[src/design/tsq_pkg.sv]
package tsq_pkg;

  localparam int unsigned AW = 4;
  localparam int unsigned DW = 32;

  localparam int unsigned CLK_MHZ     = 250;
  localparam int unsigned QUARTER_NS  = 12;
  localparam int unsigned QUARTER_CYC = (QUARTER_NS * CLK_MHZ + 999) / 1000;
  localparam int unsigned CNT_W       = 16;

  localparam logic [AW-1:0] OFS_CTRL = 4'h0;
  localparam logic [AW-1:0] OFS_STAT = 4'h4;
  localparam logic [AW-1:0] OFS_DATA = 4'h8;

  localparam int unsigned CTL_DONE  = 7;
  localparam int unsigned CTL_ACKEN = 6;
  localparam int unsigned CTL_BEGIN = 5;
  localparam int unsigned CTL_HALT  = 4;
  localparam int unsigned CTL_WCOL  = 3;
  localparam int unsigned CTL_EN    = 2;
  localparam int unsigned CTL_RSVD  = 1;
  localparam int unsigned CTL_IRQEN = 0;
  localparam int unsigned DIR_BIT   = 0;

  localparam logic [7:0] ST_START     = 8'h08;
  localparam logic [7:0] ST_RESTART   = 8'h10;
  localparam logic [7:0] ST_ADDR_ACK  = 8'h18;
  localparam logic [7:0] ST_ADDR_NACK = 8'h20;
  localparam logic [7:0] ST_DATA_ACK  = 8'h28;
  localparam logic [7:0] ST_DATA_NACK = 8'h30;
  localparam logic [7:0] ST_ARB_LOST  = 8'h38;
  localparam logic [7:0] ST_RD_ACK    = 8'h40;
  localparam logic [7:0] ST_RD_NACK   = 8'h48;
  localparam logic [7:0] ST_NO_INFO   = 8'hF8;

  localparam logic [1:0] PH_SETUP  = 2'h0;
  localparam logic [1:0] PH_HIGH   = 2'h1;
  localparam logic [1:0] PH_SAMPLE = 2'h2;
  localparam logic [1:0] PH_LOW    = 2'h3;
  localparam logic [2:0] BIT_MSB   = 3'h7;
  localparam logic [2:0] BIT_LSB   = 3'h0;

  typedef enum logic [2:0] {S_IDLE, S_WAIT, S_START, S_BYTE, S_ACK, S_HOLD, S_STOP} tsq_state_t;

endpackage

[src/design/tsq_line_if.sv]
`timescale 1ns/1ps
interface tsq_line_if;
  logic sclLvl;
  logic sdaLvl;
  modport src (output sclLvl, output sdaLvl);
  modport dst (input sclLvl, input sdaLvl);
endinterface

[src/design/tsq_line_sync.sv]
`timescale 1ns/1ps
module tsq_line_sync (
  input  wire logic sys_clk,
  input  wire logic rst,
  input  wire logic sclRaw,
  input  wire logic sdaRaw,
  tsq_line_if.src   line
);
  import tsq_pkg::*;

  logic [1:0] rawIn;
  logic [1:0] meta_r;
  logic [1:0] sync_r;

  assign rawIn = {sdaRaw, sclRaw};

  // Idle wires float high, so both stages reset to one.
  for (genvar i = 0; i < 2; i++) begin : g_sync
    always_ff @(posedge sys_clk) begin
      if (rst) begin
        meta_r[i] <= 1'b1;
        sync_r[i] <= 1'b1;
      end else begin
        meta_r[i] <= rawIn[i];
        sync_r[i] <= meta_r[i];
      end
    end
  end

  assign line.sclLvl = sync_r[0];
  assign line.sdaLvl = sync_r[1];
endmodule

[src/design/tsq_tick_gen.sv]
`timescale 1ns/1ps
module tsq_tick_gen #(
  parameter int unsigned PERIOD = tsq_pkg::QUARTER_CYC
) (
  input  wire logic sys_clk,
  input  wire logic rst,
  input  wire logic run,
  output logic      tick
);
  import tsq_pkg::*;

  localparam logic [CNT_W-1:0] LAST = CNT_W'(PERIOD - 1);

  logic [CNT_W-1:0] cnt_r;

  always_ff @(posedge sys_clk) begin
    if (rst || !run) begin
      cnt_r <= '0;
      tick  <= 1'b0;
    end else if (cnt_r == LAST) begin
      cnt_r <= '0;
      tick  <= 1'b1;
    end else begin
      cnt_r <= cnt_r + CNT_W'(1);
      tick  <= 1'b0;
    end
  end
endmodule

[src/design/tsq_master_tx.sv]
`timescale 1ns/1ps
// How it works
// RULE1: Software starts with done 1, begin 1, halt 0, enable 1, reserved 0.
// RULE2: A begin request waits until the bus is seen free before START.
// RULE3: After START the done flag rises with status 08.
// RULE4: Software loads address with write bit, then clears done with both requests 0.
// RULE5: After address and acknowledge, status is 18, 20 or 38.
// RULE6: Software writes the data register only while done is high.
// RULE7: A data write while done is low is dropped and sets write collision.
// RULE8: Clearing done with no requests sends the loaded byte; status 28 or 30.
// RULE9: Software requests STOP with done 1, begin 0, halt 1, enable 1.
// RULE10: Software requests repeated START with the same pattern as START.
// RULE11: After repeated START status is 10 and the bus stays owned.
// RULE12: Address with read bit switches to receiver operation; write bit stays transmitting.
// RULE13: In transmit states, clearing done with only begin sends repeated START.
// RULE14: Clearing done with only halt sends STOP and hardware clears halt.
// RULE15: Clearing done with begin and halt sends STOP, then START, clearing halt.
// RULE16: Lost arbitration reports 38; clearing with no requests releases bus, goes idle.
// RULE17: In state 38, clearing done with begin starts again once bus is free.
// RULE18: Software keeps enable at 1; acknowledge and interrupt enables are unused here.
// RULE19: While done is set the transfer is held suspended.
// RULE20: Software masks status with F8 before comparing codes.
// RULE21: Write direction enters transmit mode, read direction enters receive mode.
// RULE22: Direction bit is driven low for write and high for read.
// RULE23: Control bits downward: done, ack enable, begin, halt, collision, enable, reserved, irq.
module tsq_master_tx #(
  parameter int unsigned QUARTER = tsq_pkg::QUARTER_CYC
) (
  input  wire logic                   sys_clk,
  input  wire logic                   rst,
  input  wire logic [tsq_pkg::AW-1:0] avs_address,
  input  wire logic                   avs_read,
  input  wire logic                   avs_write,
  input  wire logic [tsq_pkg::DW-1:0] avs_writedata,
  output logic      [tsq_pkg::DW-1:0] avs_readdata,
  output logic                        avs_waitrequest,
  input  wire logic                   scl_i,
  output logic                        scl_o,
  output logic                        scl_oe,
  input  wire logic                   sda_i,
  output logic                        sda_o,
  output logic                        sda_oe
);
  import tsq_pkg::*;

  tsq_line_if line ();

  tsq_state_t       state_r;
  logic [1:0]       phase_r;
  logic [2:0]       bitIdx_r;
  logic             owned_r;
  logic             addrPhase_r;
  logic             rxMode_r;
  logic             pendStart_r;
  logic             nack_r;
  logic             sdaOe_r;
  logic             sclOe_r;
  logic             driveLow_r;
  logic             busBusy_r;
  logic             sdaPrev_r;
  logic             sclPrev_r;
  logic             done_r;
  logic             ackEn_r;
  logic             beginReq_r;
  logic             haltReq_r;
  logic             wcol_r;
  logic             en_r;
  logic             irqEn_r;
  logic [7:0]       dataReg_r;
  logic [7:0]       statusCode_r;
  logic [DW-1:0]    readdata_r;
  logic             waitreq_r;
  logic             tick;
  logic             run;
  logic             adv;
  logic             accept;
  logic             wrCtrl;
  logic             wrData;
  logic             resume;
  logic             startFin;
  logic             ackFin;
  logic             stopFin;
  logic             arbLost;
  logic             doneSet;
  logic [7:0]       wd;
  logic [7:0]       statusNxt;
  logic [7:0]       ctrlRd;
  logic [7:0]       rdByte;

  tsq_line_sync u_sync (
    .sys_clk (sys_clk),
    .rst     (rst),
    .sclRaw  (scl_i),
    .sdaRaw  (sda_i),
    .line    (line.src)
  );

  tsq_tick_gen #(.PERIOD(QUARTER)) u_tick (
    .sys_clk (sys_clk),
    .rst     (rst),
    .run     (run),
    .tick    (tick)
  );

  // Bus slave: every access sees waitrequest high for one cycle, then low for one.
  assign accept = (avs_read || avs_write) && !waitreq_r;
  assign wd     = avs_writedata[7:0];
  assign wrCtrl = accept && avs_write && (avs_address == OFS_CTRL);
  assign wrData = accept && avs_write && (avs_address == OFS_DATA);
  assign resume = wrCtrl && wd[CTL_DONE] && wd[CTL_EN] && done_r;

  always_comb begin
    ctrlRd            = '0;
    ctrlRd[CTL_DONE]  = done_r; // RULE23
    ctrlRd[CTL_ACKEN] = ackEn_r;
    ctrlRd[CTL_BEGIN] = beginReq_r;
    ctrlRd[CTL_HALT]  = haltReq_r;
    ctrlRd[CTL_WCOL]  = wcol_r;
    ctrlRd[CTL_EN]    = en_r;
    ctrlRd[CTL_IRQEN] = irqEn_r;
    case (avs_address)
      OFS_CTRL: rdByte = ctrlRd;
      OFS_STAT: rdByte = statusCode_r;
      OFS_DATA: rdByte = dataReg_r;
      default:  rdByte = '0;
    endcase
  end

  always_ff @(posedge sys_clk) begin
    if (rst) begin
      waitreq_r  <= 1'b1;
      readdata_r <= '0;
    end else begin
      waitreq_r <= !((avs_read || avs_write) && waitreq_r);
      if (avs_read && waitreq_r) begin
        readdata_r <= DW'(rdByte);
      end
    end
  end

  // Bus activity of any master, seen through the synchroniser.
  always_ff @(posedge sys_clk) begin
    if (rst) begin
      sdaPrev_r <= 1'b1;
      sclPrev_r <= 1'b1;
      busBusy_r <= 1'b0;
    end else begin
      sdaPrev_r <= line.sdaLvl;
      sclPrev_r <= line.sclLvl;
      if (line.sclLvl && sclPrev_r && sdaPrev_r && !line.sdaLvl) begin
        busBusy_r <= 1'b1;
      end else if (line.sclLvl && sclPrev_r && !sdaPrev_r && line.sdaLvl) begin
        busBusy_r <= 1'b0;
      end
    end
  end

  // A slave stretching the clock holds the sample phase until the line is high.
  assign run      = (state_r == S_START) || (state_r == S_BYTE) ||
                    (state_r == S_ACK) || (state_r == S_STOP);
  assign adv      = tick && !(phase_r == PH_SAMPLE && !line.sclLvl);
  assign startFin = (state_r == S_START) && adv && (phase_r == PH_LOW);
  assign ackFin   = (state_r == S_ACK) && adv && (phase_r == PH_LOW);
  assign stopFin  = (state_r == S_STOP) && adv && (phase_r == PH_LOW);
  assign arbLost  = (state_r == S_BYTE) && adv && (phase_r == PH_SAMPLE) &&
                    dataReg_r[bitIdx_r] && !line.sdaLvl; // RULE16
  assign doneSet  = startFin || ackFin || arbLost;

  always_comb begin
    statusNxt = ST_NO_INFO;
    if (startFin) begin
      statusNxt = owned_r ? ST_RESTART : ST_START; // RULE3 RULE11
    end else if (arbLost) begin
      statusNxt = ST_ARB_LOST; // RULE5
    end else if (ackFin && addrPhase_r && dataReg_r[DIR_BIT]) begin
      statusNxt = nack_r ? ST_RD_NACK : ST_RD_ACK; // RULE12
    end else if (ackFin && addrPhase_r) begin
      statusNxt = nack_r ? ST_ADDR_NACK : ST_ADDR_ACK; // RULE5
    end else if (ackFin) begin
      statusNxt = nack_r ? ST_DATA_NACK : ST_DATA_ACK; // RULE8
    end
  end

  // The set wins over a software clear arriving in the same cycle.
  always_ff @(posedge sys_clk) begin
    if (rst) begin
      done_r       <= 1'b0;
      statusCode_r <= ST_NO_INFO;
    end else if (doneSet) begin
      done_r       <= 1'b1;
      statusCode_r <= statusNxt;
    end else if (resume || (wrCtrl && !wd[CTL_EN])) begin
      done_r       <= 1'b0;
      statusCode_r <= ST_NO_INFO;
    end
  end

  always_ff @(posedge sys_clk) begin
    if (rst) begin
      ackEn_r    <= 1'b0;
      beginReq_r <= 1'b0;
      en_r       <= 1'b0;
      irqEn_r    <= 1'b0;
    end else if (wrCtrl) begin
      ackEn_r    <= wd[CTL_ACKEN];
      beginReq_r <= wd[CTL_BEGIN];
      en_r       <= wd[CTL_EN];
      irqEn_r    <= wd[CTL_IRQEN];
    end
  end

  // A fresh halt request written in the same cycle as the STOP ends is kept.
  always_ff @(posedge sys_clk) begin
    if (rst) begin
      haltReq_r <= 1'b0;
    end else if (wrCtrl) begin
      haltReq_r <= wd[CTL_HALT];
    end else if (stopFin) begin
      haltReq_r <= 1'b0; // RULE14 RULE15
    end
  end

  always_ff @(posedge sys_clk) begin
    if (rst) begin
      dataReg_r <= '0;
      wcol_r    <= 1'b0;
    end else if (wrData && !done_r) begin
      wcol_r <= 1'b1; // RULE7
    end else if (wrData) begin
      dataReg_r <= wd; // RULE6
      wcol_r    <= 1'b0;
    end
  end

  always_ff @(posedge sys_clk) begin
    if (rst) begin
      nack_r <= 1'b1;
    end else if ((state_r == S_ACK) && adv && (phase_r == PH_SAMPLE)) begin
      nack_r <= line.sdaLvl;
    end
  end

  always_ff @(posedge sys_clk) begin
    if (rst) begin
      state_r     <= S_IDLE;
      phase_r     <= PH_SETUP;
      bitIdx_r    <= BIT_MSB;
      owned_r     <= 1'b0;
      addrPhase_r <= 1'b0;
      rxMode_r    <= 1'b0;
      pendStart_r <= 1'b0;
      sdaOe_r     <= 1'b0;
      sclOe_r     <= 1'b0;
      driveLow_r  <= 1'b0;
    end else if (wrCtrl && !wd[CTL_EN]) begin
      state_r <= S_IDLE;
      owned_r <= 1'b0;
      sdaOe_r <= 1'b0;
      sclOe_r <= 1'b0;
    end else begin
      driveLow_r <= 1'b0;
      if (adv) begin
        phase_r <= phase_r + 2'h1;
      end
      case (state_r)
        S_IDLE: begin
          sdaOe_r <= 1'b0;
          sclOe_r <= 1'b0;
          if (wrCtrl && wd[CTL_BEGIN] && wd[CTL_EN]) begin
            state_r <= S_WAIT;
          end
        end
        S_WAIT: begin
          phase_r <= PH_SETUP;
          if (!busBusy_r) begin
            state_r <= S_START; // RULE2
          end
        end
        S_START: begin
          if (adv) begin
            case (phase_r)
              PH_SETUP:  sdaOe_r <= 1'b0;
              PH_HIGH:   sclOe_r <= 1'b0;
              PH_SAMPLE: sdaOe_r <= 1'b1;
              default: begin
                sclOe_r     <= 1'b1;
                owned_r     <= 1'b1; // RULE11
                addrPhase_r <= 1'b1;
                rxMode_r    <= 1'b0;
                state_r     <= S_HOLD;
              end
            endcase
          end
        end
        S_BYTE: begin
          if (adv) begin
            case (phase_r)
              PH_SETUP:  sdaOe_r <= !dataReg_r[bitIdx_r]; // RULE22
              PH_HIGH:   sclOe_r <= 1'b0;
              PH_SAMPLE: begin
                if (arbLost) begin
                  sdaOe_r <= 1'b0; // RULE16
                  sclOe_r <= 1'b0;
                  owned_r <= 1'b0;
                  state_r <= S_HOLD;
                end
              end
              default: begin
                sclOe_r  <= 1'b1;
                bitIdx_r <= bitIdx_r - 3'h1;
                if (bitIdx_r == BIT_LSB) begin
                  state_r <= S_ACK;
                end
              end
            endcase
          end
        end
        S_ACK: begin
          if (adv) begin
            case (phase_r)
              PH_SETUP:  sdaOe_r <= 1'b0;
              PH_HIGH:   sclOe_r <= 1'b0;
              PH_SAMPLE: sclOe_r <= 1'b0;
              default: begin
                sclOe_r     <= 1'b1; // RULE19
                addrPhase_r <= 1'b0;
                if (addrPhase_r) begin
                  rxMode_r <= dataReg_r[DIR_BIT]; // RULE12 RULE21
                end
                state_r <= S_HOLD;
              end
            endcase
          end
        end
        S_HOLD: begin
          phase_r  <= PH_SETUP;
          bitIdx_r <= BIT_MSB;
          if (resume) begin
            pendStart_r <= wd[CTL_BEGIN] && wd[CTL_HALT];
            if (!owned_r) begin
              state_r <= wd[CTL_BEGIN] ? S_WAIT : S_IDLE; // RULE16 RULE17
            end else if (wd[CTL_HALT]) begin
              state_r <= S_STOP; // RULE14 RULE15
            end else if (wd[CTL_BEGIN]) begin
              state_r <= S_START; // RULE13
            end else if (!rxMode_r) begin
              state_r <= S_BYTE; // RULE8
            end
          end
        end
        S_STOP: begin
          if (adv) begin
            case (phase_r)
              PH_SETUP:  sdaOe_r <= 1'b1;
              PH_HIGH:   sclOe_r <= 1'b0;
              PH_SAMPLE: sdaOe_r <= 1'b0;
              default: begin
                owned_r  <= 1'b0;
                rxMode_r <= 1'b0;
                state_r  <= pendStart_r ? S_WAIT : S_IDLE; // RULE15
              end
            endcase
          end
        end
        default: state_r <= S_IDLE;
      endcase
    end
  end

  assign avs_readdata    = readdata_r;
  assign avs_waitrequest = waitreq_r;
  assign scl_o           = driveLow_r;
  assign sda_o           = driveLow_r;
  assign scl_oe          = sclOe_r;
  assign sda_oe          = sdaOe_r;

  a_bus_answer: assert property (@(posedge sys_clk) disable iff (rst)
    ((avs_read || avs_write) && waitreq_r) |=> !avs_waitrequest ##1 avs_waitrequest)
    else $error("Bus access not answered after one wait cycle.");

  a_wait_free: assert property (@(posedge sys_clk) disable iff (rst) // RULE2
    (state_r == S_WAIT && busBusy_r) |=> (state_r == S_WAIT || state_r == S_IDLE))
    else $error("START begun while the bus was busy.");

  a_start_code: assert property (@(posedge sys_clk) disable iff (rst) // RULE3
    startFin |=> done_r && statusCode_r == ($past(owned_r) ? ST_RESTART : ST_START))
    else $error("Wrong status after START.");

  a_addr_code: assert property (@(posedge sys_clk) disable iff (rst) // RULE5
    (ackFin && addrPhase_r && !dataReg_r[DIR_BIT])
    |=> done_r && statusCode_r == ($past(nack_r) ? ST_ADDR_NACK : ST_ADDR_ACK))
    else $error("Wrong status after address.");

  a_data_code: assert property (@(posedge sys_clk) disable iff (rst) // RULE8
    (ackFin && !addrPhase_r)
    |=> done_r && statusCode_r == ($past(nack_r) ? ST_DATA_NACK : ST_DATA_ACK))
    else $error("Wrong status after data byte.");

  a_wcol_flag: assert property (@(posedge sys_clk) disable iff (rst) // RULE7
    (wrData && !done_r) |=> wcol_r && $stable(dataReg_r))
    else $error("Colliding data write not rejected.");

  a_halt_clear: assert property (@(posedge sys_clk) disable iff (rst) // RULE14
    (stopFin && !wrCtrl) |=> !haltReq_r)
    else $error("Halt request not cleared after STOP.");

  a_stop_start: assert property (@(posedge sys_clk) disable iff (rst) // RULE15
    (stopFin && pendStart_r && !wrCtrl) |=> state_r == S_WAIT ##1 state_r != S_HOLD)
    else $error("No START queued after STOP.");

  a_arb_release: assert property (@(posedge sys_clk) disable iff (rst) // RULE16
    arbLost |=> done_r && !sdaOe_r && !sclOe_r && statusCode_r == ST_ARB_LOST)
    else $error("Bus not released on lost arbitration.");

  a_arb_idle: assert property (@(posedge sys_clk) disable iff (rst) // RULE16
    (state_r == S_HOLD && !owned_r && resume && !wd[CTL_BEGIN]) |=> state_r == S_IDLE)
    else $error("Lost arbitration did not return to idle.");

  a_hold_bus: assert property (@(posedge sys_clk) disable iff (rst) // RULE19
    (state_r == S_HOLD && owned_r && done_r) |-> sclOe_r && !run)
    else $error("Clock not held low while done is set.");

  a_dir_bit: assert property (@(posedge sys_clk) disable iff (rst) // RULE22
    (state_r == S_BYTE && addrPhase_r && bitIdx_r == BIT_LSB && phase_r == PH_SAMPLE)
    |-> sdaOe_r == !dataReg_r[DIR_BIT])
    else $error("Direction bit driven wrongly.");

endmodule

[config.mk]
export PLATFORM = sky130hd
export DESIGN_NAME = tsq_master_tx
export DESIGN_NICKNAME = d
export VERILOG_FILES = /design/src/design/tsq_pkg.sv /design/src/design/tsq_line_if.sv /design/src/design/tsq_line_sync.sv /design/src/design/tsq_tick_gen.sv /design/src/design/tsq_master_tx.sv
export SDC_FILE = /design/constraint.sdc
export NUM_CORES = 1
export LEC_CHECK = 0
export BUFFER_PORTS_ARGS = -buffer_cell sky130_fd_sc_hd__buf_2
export CAP_MARGIN = 30
export CELL_PAD_IN_SITES_DETAIL_PLACEMENT = 0
export CELL_PAD_IN_SITES_GLOBAL_PLACEMENT = 1
export CORE_MARGIN = 8
export CORE_UTILIZATION = 40
export CTS_CLUSTER_SIZE = 25
export DETAILED_ROUTE_END_ITERATION = 7
export GPL_TIMING_DRIVEN = 0
export PLACE_DENSITY_LB_ADDON = 0.1
export RECOVER_POWER = 100
export SLEW_MARGIN = 30
export SYNTH_ARGS = -nofsm -noshare
export SYNTH_HDL_FRONTEND = slang
export SYNTH_SLANG_ARGS = --single-unit
[constraint.sdc]
create_clock -name sys_clk -period 2.6 [get_ports sys_clk]
set_clock_uncertainty 0.15 [all_clocks]
set_input_delay 0.39 -clock sys_clk [delete_from_list [all_inputs] [get_ports sys_clk]]
set_output_delay 0.39 -clock sys_clk [all_outputs]
set_load 0.03 [all_outputs]
==> summary.md <==
| Metric | Value |
|---|---|
| Critical path's slowest cell | nor4_4 |
| Area grow syn2layout | 14.3% |
| First-pass GRT wire length | 15800 um |
| Hold Crit Endpoint | u_sync.meta_r[1]$_SDFF_PP1_ |
| Grt ovf | 0 |
| Setup crit start kind | register |
| Non-Filler Instances | 620 |
| Clk_lat worst skew | 340 ps |
| Reg-to-Reg End | owned_r$_SDFFE_PP0P_ |
| Die Height | 112 um |
| Setup-failing EPs final | 0 |
| Pins over their slew limit | 0 |
| Clk sinks | 68 |
| CTS root buf | clkbuf_8 |
| Synth top area share | 0.368 |
| Avg Vias per Cell | 5.18 |
| CTS Buf Count | 9 |
| Fin crit share | 0.927 |
| Pwr Density | 520 nW/um2 |
| Hold Path Class | in2reg |
| Cts hold-fix bufs | 0 |
| Crit Path Max Fanout | 10 |
| Met1 Use GR | 0.190 |
| Status | finished, final reports clean |
| Antenna violations before repair | 0 |
| Final min period | 2410 ps |
| Largest net degree at the start of global routing | 14 |
| Crit. End Element | register |
| Largest family of logic cells by synthesized area | simple AND/OR/NAND/NOR gates |
| Post-DRT Antenna Nets | 0 |
| Syn Area/Cell | 8.38 um2 |
| Post-synth EDFFs | 0 |
| Post-Syn Area | 3700 um2 |
| Min Hold Slack | 81.6 ps |
| Req. time, crit path | 2680 ps |
| Post-Syn Instances | 441 |
| Slew @ Worst Pin | 1170 ps |
| Reg clk slew, reported paths | 80 ps |
| DRT iter0 DRCs | 251 |
| DRC violations left | 0 |
| LEAKAGE | 1.70 nW |
| # diodes | 0 |
| Post-synthesis mux area share | 0.0660 |
| Starting Density | 0.406 |
| Placed cell count | 604 |
| CP Cell Sequence | inv_1 > ha_1 > clkbuf_1 > nand3_4 > nor4_4 > o2111ai_1 > and3b_1 |
| Commonest non-fill, non-tap cells in the layout | dfxtp_1 (68), nand2_1 (52), nor2_1 (51) |
| Boundary pin count | between 70 and 80 |
| Synth Flop Type | dfxtp_1 |
| DR vias | 3209 |
| Core area | slightly above 9000 um2 |
| Post-DP HPWL | 7260 um |
| Register area share after synthesis | 0.368 |
| Htree depth | 3 |
| Vias in the first global route | between 3k and 4k |
| VDD IR max | between 0.2 and 0.25 mV |
| GR Util met3 | 0.0424 |
| Post-CTS Setup Bufs | 0 |
| Routability Congestion | 0.885 |
| Synth Register Bits | 68 |
| Final Hold Viols | 0 |
| Post-synthesis compound-gate area fraction | 0.157 |
| Cells on worst reg2reg path | 7 |
| Reg-to-Reg Start | phase_r[0]$_SDFFE_PP0P_ |
| Die Width | about 110 um |
| Share of cells above drive strength 1 | 0.157 |
| FF-to-FF setup slack | 190 ps |
| Routed WL per cell | 15.3 um |
| WL final | between 9000 and 10000 um |
| Slew Limit Headroom | 0.201 |
| Nets | 555 |
| Synth area leaders | dfxtp_1 (37%), mux2i_1 (5.7%), buf_4 (5.5%) |
| Clock power frac | 0.402 |
| GRT Max-Usage Layer | met2 |
| Crit Path Class | reg2reg |
| Max frequency | between 400 and 500 MHz |
| Hold Path Depth | 2 |
| Post-cts sizing count | 0 |
| Synth cell types | 66 |
| CTS tree | built |
| Max clock buf depth | 2 |
| Sequential share of power | 0.486 |
| Pint | 1.59 mW |
| Simple-Gate Fraction of Synth Area | 0.244 |
| Num rows | 35 |
| RSZ-0062 raised after global routing | false |
| Setup_tns | 0 ps |
| Commonest non-fill, non-tap cell in the layout | dfxtp_1 |
| Hold Path Origin | sda_i |
| FFs w/ async S/R, synth | 0 |
| Post-synth top area cell | dfxtp_1 |
| Total GRT Usage | 0.156 |
| Die ar. | 12600 um2 |
| Logic pwr share | 0.112 |
| DR pass1 iterations | 4 |
| Ys Warns | 0 |
| Xor and xnor area share after synthesis | 0.0427 |
| Post-Synth Adder-Cell Area | 0.0305 |
| Port bufs | 27 |
| Sw Ratio | 0.278 |
| Met2 GRT Util | 0.262 |
| Crit-path max cell delay | ~520 ps |
| Max cap viols | 0 |
| P_sw | 0.610 mW |
| Critical path arrival | 2490 ps |
## cells in the mapped netlist (all sizes together), types with 9 or more instances
cell / instances
dfxtp: 68
nand2: 53
nor2: 51
buf: 34
a21oi: 21
mux2i: 21
o21ai: 14
inv: 13
nor3: 12
clkbuf: 11
nand3: 11
xnor2: 10
ha: 9
## through the flow
stage / worst slack [ps] / util / power, mW / instance area (um2)
after floorplan: 565 / - / 1.28 / 3790
after global placement: 191 / 0.446 / 1.34 / 4060
after detailed placement: 192 / 0.446 / 1.34 / 4060
after CTS: 189 / 0.468 / 2.22 / 4260
after global routing: 22.0 / 0.464 / 2.30 / 4220
final: 189 / 0.464 / 2.20 / 4220
## area by class of cell
class | instances | area, um2
well taps | 111 | 139
clock inverters | 7 | 75.1
repair buffers | 27 | 120
inverters | 14 | 52.6
flip-flops and latches | 68 | 1360
multi-input cells | 339 | 2070
clock buffers | 9 | 124
fillers | 949 | 4880
plain buffers | 45 | 283
## routing by layer
layer / wire length (um) / share of wire
met5: 0 / 0
met1: 4390 / 0.46
met4: 82 / 0.0087
met3: 534 / 0.056
met2: 4470 / 0.47
## logic make-up (layout without fill, tap and decap cells)
kind of cell | Yosys count | after routing
XOR/XNOR | 18 | 18
multiplexers | 24 | 24
adder cells (fa/ha/maj) | 9 | 9
buffers and inverters | 59 | 102
flip-flops | 68 | 68
AND/OR/NAND/NOR | 179 | 179
AO/OA/AOI/OAI | 83 | 83
other | 1 | 26
## power groups by stage
| stage | clock [mW] | combinational (mW) | sequential, mW |
|---|---|---|---|
| finish | 0.882 | 0.247 | 1.07 |
| global route | 0.965 | 0.268 | 1.07 |
| CTS | 0.909 | 0.247 | 1.07 |
| detailed placement | 0 | 0.247 | 1.09 |
| global placement | 0 | 0.248 | 1.09 |
| floorplan | 0 | 0.187 | 1.09 |
## flip-flops by register name (all words and copies together) (netlist names), 2 cells and up
name and flops:
statusCode_r 5, avs_readdata 8, state_r 3, phase_r 2, u_sync.meta_r 2, bitIdx_r 3
u_tick.cnt_r 16, dataReg_r 8
## how the worst max path moves through the flow
stage | to | start | cells past startpoint | slack (ps)
3_5_place_dp | pendStart_r$_SDFFE_PP0P_ | avs_address[1] | 6 | 190
5_1_grt | statusCode_r[7]$_SDFFE_PP1P_ | phase_r[0]$_SDFFE_PP0P_ | 7 | 20
6_report | owned_r$_SDFFE_PP0P_ | phase_r[0]$_SDFFE_PP0P_ | 7 | 190
2_1_floorplan | statusCode_r[7]$_SDFFE_PP1P_ | phase_r[0]$_SDFFE_PP0P_ | 7 | 560
3_3_place_gp | statusCode_r[7]$_SDFFE_PP1P_ | phase_r[0]$_SDFFE_PP0P_ | 7 | 190
4_1_cts | statusCode_r[7]$_SDFFE_PP1P_ | phase_r[0]$_SDFFE_PP0P_ | 7 | 190
## critical path: cells and delay by family, from the launching register on
family	cells	cell delay [ps]
simple gates	3	890
fa+ha+maj	1	190
flops	1	350
buf+inv	2	580
compound gates	1	160
Power figures use the tool's default switching activity.
